`config.mk`:
```
export PLATFORM = sky130hd
export DESIGN_NAME = nvs_top
export DESIGN_NICKNAME = d
export VERILOG_FILES = /design/src/nvs_pkg.sv /design/src/nvs_fetch.sv /design/src/nvs_top.sv
export VERILOG_INCLUDE_DIRS = /design/src /design/src/src
export SDC_FILE = /design/constraint.sdc
export NUM_CORES = 1
export LEC_CHECK = 0
export BUFFER_PORTS_ARGS = -buffer_cell sky130_fd_sc_hd__buf_2
export CAP_MARGIN = 20
export CORE_ASPECT_RATIO = 0.5
export CORE_MARGIN = 4
export CORE_UTILIZATION = 55
export DETAILED_ROUTE_END_ITERATION = 10
export HOLD_SLACK_MARGIN = 0.12
export PLACE_DENSITY = 0.8
export SYNTH_ARGS = -nofsm -noshare
export SYNTH_HDL_FRONTEND = slang
export SYNTH_SLANG_ARGS = --single-unit
```
`constraint.sdc`:
```
create_clock -name clk -period 2.5 [get_ports clk]
set_clock_uncertainty 0.1 [all_clocks]
set_input_delay 0 -clock clk [delete_from_list [all_inputs] [get_ports clk]]
set_output_delay 0 -clock clk [all_outputs]
set_load 0.005 [all_outputs]
```
`src/nvs_map.svh`:
```
/*
  register offsets, field positions, reset values and fixed
  storage addresses of the nvm status and parameter load block.
  assumes byte offsets on an 8-bit register address port.
*/
`ifndef NVS_MAP_SVH
`define NVS_MAP_SVH

// ****************************************
// register offsets
// ****************************************
`define NVS_OFS_STAT      8'h08
`define NVS_OFS_RDAT      8'h0a
`define NVS_OFS_SRDAT     8'h0e
`define NVS_OFS_SF        8'h12
`define NVS_OFS_IRQ_STAT  8'h14
`define NVS_OFS_IRQ_MASK  8'h18

// ****************************************
// field positions
// ****************************************
`define NVS_STAT_DONE     0
`define NVS_STAT_VPOK     1
`define NVS_SF_PARAM_SET_LOAD_TRIGGER   0
`define NVS_SF_TUNE_KICK  1
`define NVS_SF_SEL_LO     5
`define NVS_SF_SEL_HI     6
`define NVS_IRQ_PROG      0
`define NVS_IRQ_READ      1
`define NVS_IRQ_OPS       2
`define NVS_IRQ_TUNE      3
`define NVS_IRQ_W         4

// ****************************************
// reset values and fixed addresses
// ****************************************
`define NVS_STAT_RST      16'h0000
`define NVS_SF_RST        8'h00
`define NVS_IRQ_RST       4'h0
`define NVS_ADDR_SPECIAL  11'h400
`define NVS_ADDR_TUNE     11'h004

`endif

```
`src/nvs_pkg.sv`:
```
/*
  types of the nvm status and parameter load block.
  assumes nothing of its surroundings.
*/
package nvs_pkg;

  // parameter set select encoding, in field order 00..11
  typedef enum logic [1:0] {
    NVS_SET_SHORT,
    NVS_SET_TIGHT,
    NVS_SET_DEFAULT,
    NVS_SET_RSVD
  } nvs_set_e;

  // sequencer states
  typedef enum logic [2:0] {
    NVS_S_BOOT,
    NVS_S_SPECIAL,
    NVS_S_AUTO,
    NVS_S_IDLE,
    NVS_S_READ,
    NVS_S_OPS,
    NVS_S_TUNE
  } nvs_state_e;

endpackage

```
`src/nvs_fetch.sv`:
```
/*
  single word fetch engine toward the nonvolatile array.
  assumes the array answers a held request with a one-cycle ack
  and its data in that same cycle, all on clk.
*/
`timescale 1ns/10ps

module nvs_fetch #(
  parameter int AW = 11,
  parameter int DW = 32
) (
  input  wire logic          clk,
  input  wire logic          rst_n,
  input  wire logic          start,
  input  wire logic [AW-1:0] start_addr,
  output logic               mem_req,
  output logic      [AW-1:0] mem_addr,
  input  wire logic          mem_ack,
  input  wire logic [DW-1:0] mem_rdata,
  output logic               done,
  output logic      [DW-1:0] data
);

  // ****************************************
  // request and capture
  // ****************************************
  logic          req_q;   // request held to the array
  logic [AW-1:0] addr_q;  // latched word address
  logic          done_q;  // one-cycle completion pulse
  logic [DW-1:0] data_q;  // captured word
  wire           take = req_q & mem_ack;

  // start is honoured only while no request is open
  always_ff @(posedge clk or negedge rst_n) begin
    if (!rst_n) begin
      req_q  <= 1'b0;
      addr_q <= '0;
      done_q <= 1'b0;
      data_q <= '0;
    end else begin
      req_q  <= (req_q & ~mem_ack) | (start & ~req_q);
      addr_q <= (start & ~req_q) ? start_addr : addr_q;
      done_q <= take;
      data_q <= take ? mem_rdata : data_q;
    end
  end

  assign mem_req  = req_q;
  assign mem_addr = addr_q;
  assign done     = done_q;
  assign data     = data_q;

endmodule // nvs_fetch

```
`src/nvs_top.sv`:
```
/*
  status, read data, special word and special function registers
  of the on-chip nonvolatile memory interface, with the loads of
  receiver parameter sets and the regulator tuning value.
  assumes a plain register port on clk, a same-clock programming
  sequencer, nonvolatile array and parameter set loader, and two
  level pins (supply comparator, retained wake option) from
  outside the clock domain.
*/
`timescale 1ns/10ps
`include "nvs_map.svh"

module nvs_top
  import nvs_pkg::*;
#(
  parameter int TUNE_W = 32
) (
  input  wire logic              clk,
  input  wire logic              rst_n,
  input  wire logic [7:0]        reg_addr,
  input  wire logic [31:0]       reg_wdata,
  input  wire logic              reg_wr,
  input  wire logic              reg_rd,
  output logic      [31:0]       reg_rdata,
  input  wire logic              prog_done_evt,
  input  wire logic              vpp_ok_pin,
  input  wire logic              read_start,
  input  wire logic [10:0]       read_addr,
  input  wire logic              sleep_exit,
  input  wire logic              wake_load_short_preamble_set,
  output logic                   nvm_req,
  output logic      [10:0]       nvm_addr,
  input  wire logic              nvm_ack,
  input  wire logic [31:0]       nvm_rdata,
  output logic                   param_set_load_req,
  output logic      [1:0]        param_set_load_sel,
  input  wire logic              param_set_load_ack,
  output logic      [TUNE_W-1:0] regulator_tune_reg,
  output logic                   busy,
  output logic                   irq
);

  // ****************************************
  // elaboration check
  // ****************************************
  if (TUNE_W < 1 || TUNE_W > 32) begin : g_bad_w
    $error("nvs_top: TUNE_W must lie in 1..32");
  end

  // ****************************************
  // declarations
  // ****************************************
  nvs_state_e        state_q;       // sequencer state
  nvs_state_e        state_d;       // its next value
  logic              done_q;        // program done flag
  logic              done_d;
  logic              vpp_meta_q;    // supply comparator, first stage
  logic              vpp_sync_q;    // supply comparator, usable
  logic              wake_meta_q;   // wake option, first stage
  logic              wake_sync_q;   // wake option, usable
  logic [31:0]       rdat_q;        // read data register
  logic [31:0]       srdat_q;       // special word register
  logic [31:0]       srdat_d;
  logic [7:0]        sf_q;          // special function register
  logic [7:0]        sf_d;
  logic [1:0]        kick_clr;      // trigger clear strobes
  logic [1:0]        kick_set;      // trigger set strobes
  logic              read_pend_q;   // read request waiting
  logic [10:0]       read_addr_q;   // its word address
  logic              auto_pend_q;   // wake load waiting
  logic              ops_req_q;     // load request to set loader
  logic              ops_go;        // open a set load
  nvs_set_e          param_set_select_q;     // set being loaded
  nvs_set_e          param_set_select_d;
  nvs_set_e          auto_sel;      // set chosen at reset or wake
  nvs_set_e          host_sel;      // set in the select field
  logic              fetch_go;      // open a word fetch
  logic [10:0]       fetch_a;       // its address
  logic              fetch_done;    // word fetch finished
  logic [31:0]       fetch_data;    // fetched word
  logic [TUNE_W-1:0] tune_q;        // regulator tuning value
  logic [3:0]        irq_stat_q;    // sticky events
  logic [3:0]        irq_stat_d;
  logic [3:0]        irq_mask_q;    // event enables
  logic [3:0]        ev;            // this cycle's events
  logic [31:0]       rdata_q;       // read data register of bus
  logic [31:0]       rdata_d;
  logic              busy_q;
  logic              irq_q;
  localparam logic [15:0] STAT_RST = `NVS_STAT_RST; // status reset

  // ****************************************
  // register decode
  // ****************************************
  wire hit_stat  = reg_addr == `NVS_OFS_STAT;
  wire hit_rdat  = reg_addr == `NVS_OFS_RDAT;
  wire hit_srdat = reg_addr == `NVS_OFS_SRDAT;
  wire hit_sf    = reg_addr == `NVS_OFS_SF;
  wire hit_ist   = reg_addr == `NVS_OFS_IRQ_STAT;
  wire hit_imk   = reg_addr == `NVS_OFS_IRQ_MASK;
  wire wr_stat   = reg_wr & hit_stat;
  wire wr_srdat  = reg_wr & hit_srdat;
  wire wr_sf     = reg_wr & hit_sf;
  wire wr_ist    = reg_wr & hit_ist;
  wire wr_imk    = reg_wr & hit_imk;
  wire rd_stat   = reg_rd & hit_stat;
  wire rd_sf     = reg_rd & hit_sf;

  // status view: only the two flags, other bits read zero
  wire [15:0] stat_view = {14'h0000, vpp_sync_q, done_q};

  // ****************************************
  // program status
  // ****************************************
  // sticky done flag, write one clears, set wins
  assign done_d = prog_done_evt |
                  (done_q & ~(wr_stat & reg_wdata[`NVS_STAT_DONE]));

  always_ff @(posedge clk or negedge rst_n) begin
    if (!rst_n) begin
      done_q <= STAT_RST[`NVS_STAT_DONE];
    end else begin
      done_q <= done_d;
    end
  end

  always_ff @(posedge clk or negedge rst_n) begin
    if (!rst_n) begin
      vpp_meta_q  <= 1'b0;
      vpp_sync_q  <= 1'b0;
      wake_meta_q <= 1'b0;
      wake_sync_q <= 1'b0;
    end else begin
      vpp_meta_q  <= vpp_ok_pin;
      vpp_sync_q  <= vpp_meta_q;
      wake_meta_q <= wake_load_short_preamble_set;
      wake_sync_q <= wake_meta_q;
    end
  end

  // ****************************************
  // special function register
  // ****************************************
  assign host_sel = nvs_set_e'(sf_q[`NVS_SF_SEL_HI:`NVS_SF_SEL_LO]);
  // writing zero never cancels a pending trigger
  assign kick_set = wr_sf ? reg_wdata[1:0] : 2'b00;

  always_comb begin
    sf_d = `NVS_SF_RST;
    sf_d[`NVS_SF_SEL_HI:`NVS_SF_SEL_LO] =
      wr_sf ? reg_wdata[`NVS_SF_SEL_HI:`NVS_SF_SEL_LO]
            : sf_q[`NVS_SF_SEL_HI:`NVS_SF_SEL_LO];
    sf_d[1:0] = (sf_q[1:0] & ~kick_clr) | kick_set;
  end

  always_ff @(posedge clk or negedge rst_n) begin
    if (!rst_n) begin
      sf_q <= `NVS_SF_RST;
    end else begin
      sf_q <= sf_d;
    end
  end

  // ****************************************
  // sequencer
  // ****************************************
  // wake option picks short or default
  // tight is never an automatic choice
  assign auto_sel = wake_sync_q ? NVS_SET_SHORT : NVS_SET_DEFAULT;

  // one load or fetch at a time; wake, read, set, tuning order
  always_comb begin
    state_d   = state_q;
    fetch_go  = 1'b0;
    fetch_a   = `NVS_ADDR_TUNE;
    ops_go    = 1'b0;
    param_set_select_d = param_set_select_q;
    kick_clr  = 2'b00;
    case (state_q)
      NVS_S_BOOT: begin
        state_d  = NVS_S_SPECIAL;
        fetch_go = 1'b1;
        fetch_a  = `NVS_ADDR_SPECIAL;
      end
      // reset load follows the special word
      NVS_S_SPECIAL: begin
        if (fetch_done) begin
          state_d   = NVS_S_AUTO;
          ops_go    = 1'b1;
          param_set_select_d = auto_sel;
        end
      end
      NVS_S_IDLE: begin
        if (auto_pend_q) begin
          state_d   = NVS_S_AUTO;
          ops_go    = 1'b1;
          param_set_select_d = auto_sel;
        end else if (read_pend_q) begin
          state_d  = NVS_S_READ;
          fetch_go = 1'b1;
          fetch_a  = read_addr_q;
        end else if (sf_q[`NVS_SF_PARAM_SET_LOAD_TRIGGER]) begin
          if (host_sel == NVS_SET_RSVD) begin
            kick_clr[`NVS_SF_PARAM_SET_LOAD_TRIGGER] = 1'b1;
          end else begin
            // host load of the selected set
            // select field passed as the set code
            state_d   = NVS_S_OPS;
            ops_go    = 1'b1;
            param_set_select_d = host_sel;
          end
        end else if (sf_q[`NVS_SF_TUNE_KICK]) begin
          // tuning word at its fixed address
          state_d  = NVS_S_TUNE;
          fetch_go = 1'b1;
          fetch_a  = `NVS_ADDR_TUNE;
        end
      end
      NVS_S_AUTO, NVS_S_OPS: begin
        if (param_set_load_ack) begin
          state_d = NVS_S_IDLE;
          kick_clr[`NVS_SF_PARAM_SET_LOAD_TRIGGER] = state_q == NVS_S_OPS;
        end
      end
      NVS_S_READ, NVS_S_TUNE: begin
        if (fetch_done) begin
          state_d = NVS_S_IDLE;
          kick_clr[`NVS_SF_TUNE_KICK] = state_q == NVS_S_TUNE;
        end
      end
      default: begin
        state_d = NVS_S_IDLE;
      end
    endcase
  end

  // state and load request
  always_ff @(posedge clk or negedge rst_n) begin
    if (!rst_n) begin
      state_q   <= NVS_S_BOOT;
      ops_req_q <= 1'b0;
      param_set_select_q <= NVS_SET_DEFAULT;
    end else begin
      state_q   <= state_d;
      ops_req_q <= ops_go | (ops_req_q & ~param_set_load_ack);
      param_set_select_q <= param_set_select_d;
    end
  end

  // pending read and wake requests, set wins over take
  always_ff @(posedge clk or negedge rst_n) begin
    if (!rst_n) begin
      read_pend_q <= 1'b0;
      read_addr_q <= 11'h000;
      auto_pend_q <= 1'b0;
    end else begin
      read_pend_q <= read_start |
                     (read_pend_q & ~(state_d == NVS_S_READ &
                                      state_q == NVS_S_IDLE));
      read_addr_q <= read_start ? read_addr : read_addr_q;
      auto_pend_q <= sleep_exit |
                     (auto_pend_q & ~(state_d == NVS_S_AUTO &
                                      state_q == NVS_S_IDLE));
    end
  end

  // word fetch engine
  nvs_fetch #(
    .AW (11),
    .DW (32)
  ) u_fetch (
    .clk        (clk),
    .rst_n      (rst_n),
    .start      (fetch_go),
    .start_addr (fetch_a),
    .mem_req    (nvm_req),
    .mem_addr   (nvm_addr),
    .mem_ack    (nvm_ack),
    .mem_rdata  (nvm_rdata),
    .done       (fetch_done),
    .data       (fetch_data)
  );

  // ****************************************
  // data registers
  // ****************************************
  wire read_land = fetch_done & (state_q == NVS_S_READ);
  wire spec_land = fetch_done & (state_q == NVS_S_SPECIAL);
  wire tune_land = fetch_done & (state_q == NVS_S_TUNE);

  // power up word, software may overwrite it
  assign srdat_d = spec_land ? fetch_data :
                   wr_srdat  ? reg_wdata  : srdat_q;

  always_ff @(posedge clk or negedge rst_n) begin
    if (!rst_n) begin
      rdat_q  <= 32'h0000_0000;
      srdat_q <= 32'h0000_0000;
      tune_q  <= '0;
    end else begin
      rdat_q  <= read_land ? fetch_data : rdat_q;
      srdat_q <= srdat_d;
      tune_q  <= tune_land ? fetch_data[TUNE_W-1:0] : tune_q;
    end
  end

  // ****************************************
  // interrupts
  // ****************************************
  assign ev[`NVS_IRQ_PROG] = prog_done_evt;
  assign ev[`NVS_IRQ_READ] = read_land;
  assign ev[`NVS_IRQ_OPS]  = ops_req_q & param_set_load_ack;
  assign ev[`NVS_IRQ_TUNE] = tune_land;

  // sticky per event, write one clears, set wins
  for (genvar i = 0; i < `NVS_IRQ_W; i++) begin : g_irq
    assign irq_stat_d[i] = ev[i] |
                           (irq_stat_q[i] & ~(wr_ist & reg_wdata[i]));
  end

  always_ff @(posedge clk or negedge rst_n) begin
    if (!rst_n) begin
      irq_stat_q <= `NVS_IRQ_RST;
      irq_mask_q <= `NVS_IRQ_RST;
      irq_q      <= 1'b0;
    end else begin
      irq_stat_q <= irq_stat_d;
      irq_mask_q <= wr_imk ? reg_wdata[3:0] : irq_mask_q;
      irq_q      <= |(irq_stat_d & irq_mask_q);
    end
  end

  // ****************************************
  // read path
  // ****************************************
  // data only in the cycle after a read, zero elsewhere
  assign rdata_d =
    !reg_rd   ? 32'h0000_0000 :
    hit_stat  ? {16'h0000, stat_view} :
    hit_rdat  ? rdat_q :
    hit_srdat ? srdat_q :
    hit_sf    ? {24'h00_0000, sf_q} :
    hit_ist   ? {28'h000_0000, irq_stat_q} :
    hit_imk   ? {28'h000_0000, irq_mask_q} :
                32'h0000_0000;

  always_ff @(posedge clk or negedge rst_n) begin
    if (!rst_n) begin
      rdata_q <= 32'h0000_0000;
      busy_q  <= 1'b1;
    end else begin
      rdata_q <= rdata_d;
      busy_q  <= state_d != NVS_S_IDLE;
    end
  end

  assign reg_rdata          = rdata_q;
  assign param_set_load_req = ops_req_q;
  assign param_set_load_sel = param_set_select_q;
  assign regulator_tune_reg = tune_q;
  assign busy               = busy_q;
  assign irq                = irq_q;
endmodule // nvs_top

```
==> flow_summary.json, run 1 <==
{
  "status": "complete, but fails checks",
  "violations": "negative setup slack",
  "max_stage_delay_ns": 0.58,
  "drt-initial-drc-count": 589,
  "clockBufferDepth": 3,
  "powerDensity_nw_per_um2": 925,
  "layoutNonFillerInstCount": 1181,
  "clk-insertion-delay-late_ns": 0.48,
  "cts-root-buf": "clkbuf_16",
  "crit_top_cell": "dlygate4sd3_1",
  "antenna_found_initial": 0,
  "synth_warnings": 0,
  "synth_cells": 647,
  "ant_nets": 0,
  "setup.worst_path.class": "flip-flop to flip-flop",
  "grt_max_degree": 83,
  "die_h_um": 96.1,
  "antenna_cells": 0,
  "vias": 6729,
  "drive_above_1_share_pct": 35.2,
  "h-tree-depth": 1,
  "wl_per_cell_um": 20.3,
  "grt_pass1_vias": 7115,
  "yosysSeqAreaShare_pct": 61.9,
  "critPathMaxFanout": 3,
  "crit_chain": "a221oi_2, o31ai_1, dlygate4sd3_1, a31o_1, dlygate4sd3_1",
  "synth_edf_count": 0,
  "regToRegSetupSlack_ns": -0.01,
  "path_clk_slew_ns": 0.07,
  "die_x_um": 184,
  "fmax_ghz": 0.398,
  "clock_sinks": 211,
  "drt-total-wl_mm": 23.9,
  "globalRoute.totalOverflow": 0,
  "worstMarginPinSlew_ns": 0.672,
  "num_io_pins": 175,
  "path_delay_family": "buffers and inverters",
  "ys_ff_latch": 211,
  "leakage_uw": 0.00568,
  "dp.cells": 1001,
  "period_share_pct": 101,
  "setup_slack_ns": -0.0144,
  "end_kind": "flip-flop",
  "layout.area.seq_um2": 5280,
  "final_cell_mix": "208 x dfrtp_1, 173 x buf_2, 146 x dlygate4sd3_1",
  "ir_drop_v": 0.000534,
  "path_buf_inv": 2,
  "drc": 0,
  "grt_pass1_wl_mm": 36.9,
  "ys.flop_type": "dfrtp_1",
  "synth_nets": 741,
  "final_common_cell": "dfrtp_1",
  "avgSynthCellArea_um2": 13.2,
  "areaGrowthSynthToFinish_pct": 38.6,
  "final_area_um2": 11800,
  "cts_tree": "yes",
  "synth_area_um2": 8540,
  "maxCapViolCount": 0,
  "routabilityCongestion": 0.882,
  "fin_crit_ns": 2.51,
  "slew_headroom_pct": 55.2,
  "finalHoldViolations": 0,
  "cp_slowest_cell": "dlygate4sd3_1",
  "initial_core_util_pct": 57.6,
  "final_net_count": 1065,
  "slew_violations": 0,
  "die_area_um2": 17700,
  "synthArstFlopShare_pct": 100,
  "fillerInstances": 841,
  "dr.pass1.iters": 6,
  "placementRows": 31,
  "io_buffers": 174,
  "crit_arrival_ns": 2.77,
  "post_drt_via_cell_ratio": 5.70,
  "dp.final_hpwl_mm": 13.5,
  "core_area_um2": 14800,
  "startpoint_type": "flip-flop",
  "setup_viol": 1,
  "hold_path_class": "input port to flip-flop",
  "multiInputGateArea_um2": 3100,
  "cp.required_ns": 2.75,
  "grt_usage_pct": 26.3,
  "total_power_uw": 10900,
  "place_area_um2": 9750,
  "cts_buffers": 18,
  "synth_cell_type_count": 48
}
[synthesized netlist by cell type (all sizes together) (2+ instances only)]
master,n,area [um2]
a211oi,2,15.0
a21o,6,45.0
a21oi,12,63.8
a221o,2,20.0
a22o,13,114
a22oi,32,240
buf,22,104
clkbuf,14,52.6
dfrtp,209,5230
dfstp,2,52.6
inv,8,30.0
mux2,113,1270
mux2i,33,330
nand2,53,199
nand2b,4,25.0
nand3,3,15.0
nand3b,3,22.5
nand4,4,25.0
nor2,35,131
nor2b,3,18.8
nor3,6,52.6
nor3b,3,27.5
nor4,4,37.5
nor4b,5,88.8
o21ai,42,210
[layout make-up]
class,instances,area share [%]
clock buffer,28,4.72
tap,198,2.09
inverter,8,0.254
timing repair buffer,340,21.9
clock inverter,4,0.201
sequential,211,44.6
multi-input combinational,392,26.2
[cell families (layout without fill, tap and decap cells)]
group                  Yosys count  count (layout)  synth area share [%]
AND/OR/NAND/NOR                127             127                  7.91
buffers and inverters           44             380                  2.18
AO/OA/AOI/OAI                  119             119                  9.29
multiplexers                   146             146                  18.8
flip-flops                     211             211                  61.9
[layer usage]
metal | track usage (%) | wire length, um
met5 | 0 | 0
met4 | 8.43 | 796
met3 | 3.93 | 1360
met2 | 46.7 | 11900
met1 | 34.1 | 9910
[report_power, final]
part           internal, uW  total, uW  switching, uW
sequential             4480       5310            834
clock                  1550       2780           1230
combinational          1670       2850           1180
[worst register-to-register path, cell delays in order (launching register included)]
cell and delay [ns]:
dfrtp_1 0.41, a221oi_2 0.34, o31ai_1 0.14, dlygate4sd3_1 0.58
a31o_1 0.24, dlygate4sd3_1 0.58
[per-stage QoR]
stage,hold WS (ns),setup WS (ns),TNS (ns),utilization (%)
2_1_floorplan,-0.396,0.679,0,-
3_3_place_gp,-0.0202,0.610,0,65.8
3_5_place_dp,-0.0134,0.527,0,65.8
4_1_cts,0.132,0.0216,0,79.6
5_1_grt,0.185,-0.0464,-0.0570,79.9
6_report,0.156,-0.0144,-0.0144,79.9
[worst paths after layout]
kind                               start                endpoint  cells after the start
max in group asynchronous          rst_n  regulator_tune_reg[24]                      4
hold / removal                sleep_exit             auto_pend_q                      3
setup / recovery           irq_mask_q[1]            reg_rdata[1]                      5
hold reg to reg              wake_meta_q             wake_sync_q                      0
min in group asynchronous          rst_n     u_fetch.mem_addr[3]                      3
setup reg to reg           irq_mask_q[1]            reg_rdata[1]                      5
[repair_timing]
action,in CTS,in global routing
setup endpoints to repair,0,17
setup buffers,0,1
gates resized for setup,0,4
hold endpoints to repair,343,0
hold buffers,146,0
Note: power is estimated with default switching activity, not from simulation.
==> run 2: changes to the inputs <==
--- a/config.mk
+++ b/config.mk
@@ -13,6 +13,7 @@
 export CORE_UTILIZATION = 55
 export DETAILED_ROUTE_END_ITERATION = 10
 export HOLD_SLACK_MARGIN = 0.12
+export MAX_ROUTING_LAYER = met4
 export PLACE_DENSITY = 0.8
 export SYNTH_ARGS = -nofsm -noshare
 export SYNTH_HDL_FRONTEND = slang
==> run 2 against run 1 <==
Compared with the run above: the run still ends with negative setup slack left; largest power group unchanged; power up 0.74%; register-to-register slack better by 0.11 ns; routed wire length up 1.8%.
==> flow_summary.json, run 2 (same netlist as run 1, synthesis figures left out) <==
{
  "drt-total-wl_mm": 24.4,
  "path_clk_slew_ns": 0.08,
  "wl_per_cell_um": 20.5,
  "die_h_um": 96.1,
  "setup.worst_path.class": "input port to flip-flop",
  "final_cell_mix": "208 x dfrtp_1, 173 x buf_2, 150 x dlygate4sd3_1",
  "end_kind": "flip-flop",
  "cts-root-buf": "clkbuf_16",
  "setup_viol": 1,
  "core_area_um2": 14800,
  "clockBufferDepth": 3,
  "areaGrowthSynthToFinish_pct": 39.0,
  "wl_met3_mm": 1.60,
  "wl_met2_mm": 11.9,
  "grt_pass1_vias": 7172,
  "pre_cts_slack_ns": 0.567,
  "globalRoute.totalOverflow": 0,
  "vias": 6716,
  "grt_max_degree": 75,
  "final_common_cell": "dfrtp_1",
  "status": "complete, but fails checks",
  "maxCapViolCount": 0,
  "dr.pass1.iters": 5,
  "dp.final_hpwl_mm": 13.4,
  "ir_drop_v": 0.000574,
  "clock_sinks": 211,
  "routed.top_layer": "met4",
  "initial_core_util_pct": 57.6,
  "slew_headroom_pct": 54.1,
  "antenna_found_initial": 1,
  "drc": 0,
  "num_io_pins": 175,
  "critPathMaxFanout": 6,
  "cts_buffers": 19,
  "clk-insertion-delay-late_ns": 0.48,
  "startpoint_type": "input port",
  "crit_path_start": "reg_addr[0]",
  "fmax_ghz": 0.397,
  "grt_usage_pct": 28.1,
  "total_power_uw": 11000,
  "drive_above_1_share_pct": 34.7,
  "drt-initial-drc-count": 578,
  "period_share_pct": 101,
  "slew_violations": 0,
  "routabilityCongestion": 0.899,
  "worstMarginPinSlew_ns": 0.683,
  "leakage_uw": 0.00569,
  "finalHoldViolations": 0,
  "h-tree-depth": 1,
  "layoutNonFillerInstCount": 1186,
  "fin_crit_ns": 2.52,
  "grt_pass1_wl_mm": 38.0,
  "die_area_um2": 17700,
  "ant_nets": 0,
  "placementRows": 31,
  "dp.cells": 1001,
  "setup_slack_ns": -0.0159,
  "violations": "negative setup slack",
  "hold_start": "sleep_exit",
  "met1_length_mm": 10.1,
  "hold_path_class": "input port to flip-flop",
  "crit_arrival_ns": 2.79,
  "fillerInstances": 833,
  "multiInputGateArea_um2": 3100,
  "timing.rr.start": "irq_stat_q[1]",
  "powerDensity_nw_per_um2": 929,
  "cp.required_ns": 2.78,
  "layout.area.seq_um2": 5280,
  "cts_tree": "yes",
  "io_buffers": 174,
  "final_net_count": 1072,
  "die_x_um": 184,
  "post_drt_via_cell_ratio": 5.66
}
==> run 2: metal layers <==
metal  track usage, %  vias to the layer above
li1                 -                     2988
met1             35.2                     3352
met2             47.9                      301
met3             4.76                       75
met4             9.23                        0
met5                -                        -
==> run 2: path summary, 6_finish.rpt <==
kind | endpoint | cells after the start | slack (ns)
max | irq_stat_q[2] | 7 | -0.02
min | auto_pend_q | 3 | 0.14
max reg2reg | reg_rdata[1] | 5 | 0.10
min reg2reg | vpp_sync_q | 0 | 0.25
max in group asynchronous | u_fetch.data[4] | 4 | 0.93
min in group asynchronous | u_fetch.mem_addr[6] | 3 | 0.56
==> run 2: layout make-up <==
type                            count  area share, %
Antenna cell                        1         0.0211
Clock buffer                       28           4.46
Clock inverter                      2          0.327
Inverter                            8          0.253
Multi-Input combinational cell    392           26.1
Sequential cell                   211           44.5
Tap cell                          198           2.09
Timing Repair Buffer              346           22.3
==> run 2: timing repair <==
action,CTS,global route
endpoints found under the hold margin,342,0
gates resized for setup,0,2
hold buffers,150,0
endpoints found under the setup margin,0,20
buffers inserted,0,3
==> run 2: through the flow <==
stage	hold WS [ns]	instance area [um2]	TNS [ns]	util, %
final	0.141	11900	-0.0159	80.1
after global routing	0.167	11900	-0.0666	80.1
after global placement	-0.0378	9750	0	65.8
after CTS	0.126	11800	0	79.8
after floorplan	-0.396	8540	0	-
after detailed placement	-0.0320	9750	0	65.8
==> run 2: worst max-delay path: stages <==
cell and delay [ns]:
buf_2 0.15, dlygate4sd3_1 0.63, nor4b_4 0.44, dlygate4sd3_1 0.69
nand3_1 0.11, a22o_1 0.21, dlygate4sd3_1 0.55
==> run 2: power breakdown <==
group	internal (uW)	switching, uW	leakage, uW
registers	4480	824	0.00270
logic	1730	1230	0.00271
clock network	1560	1210	0.000275
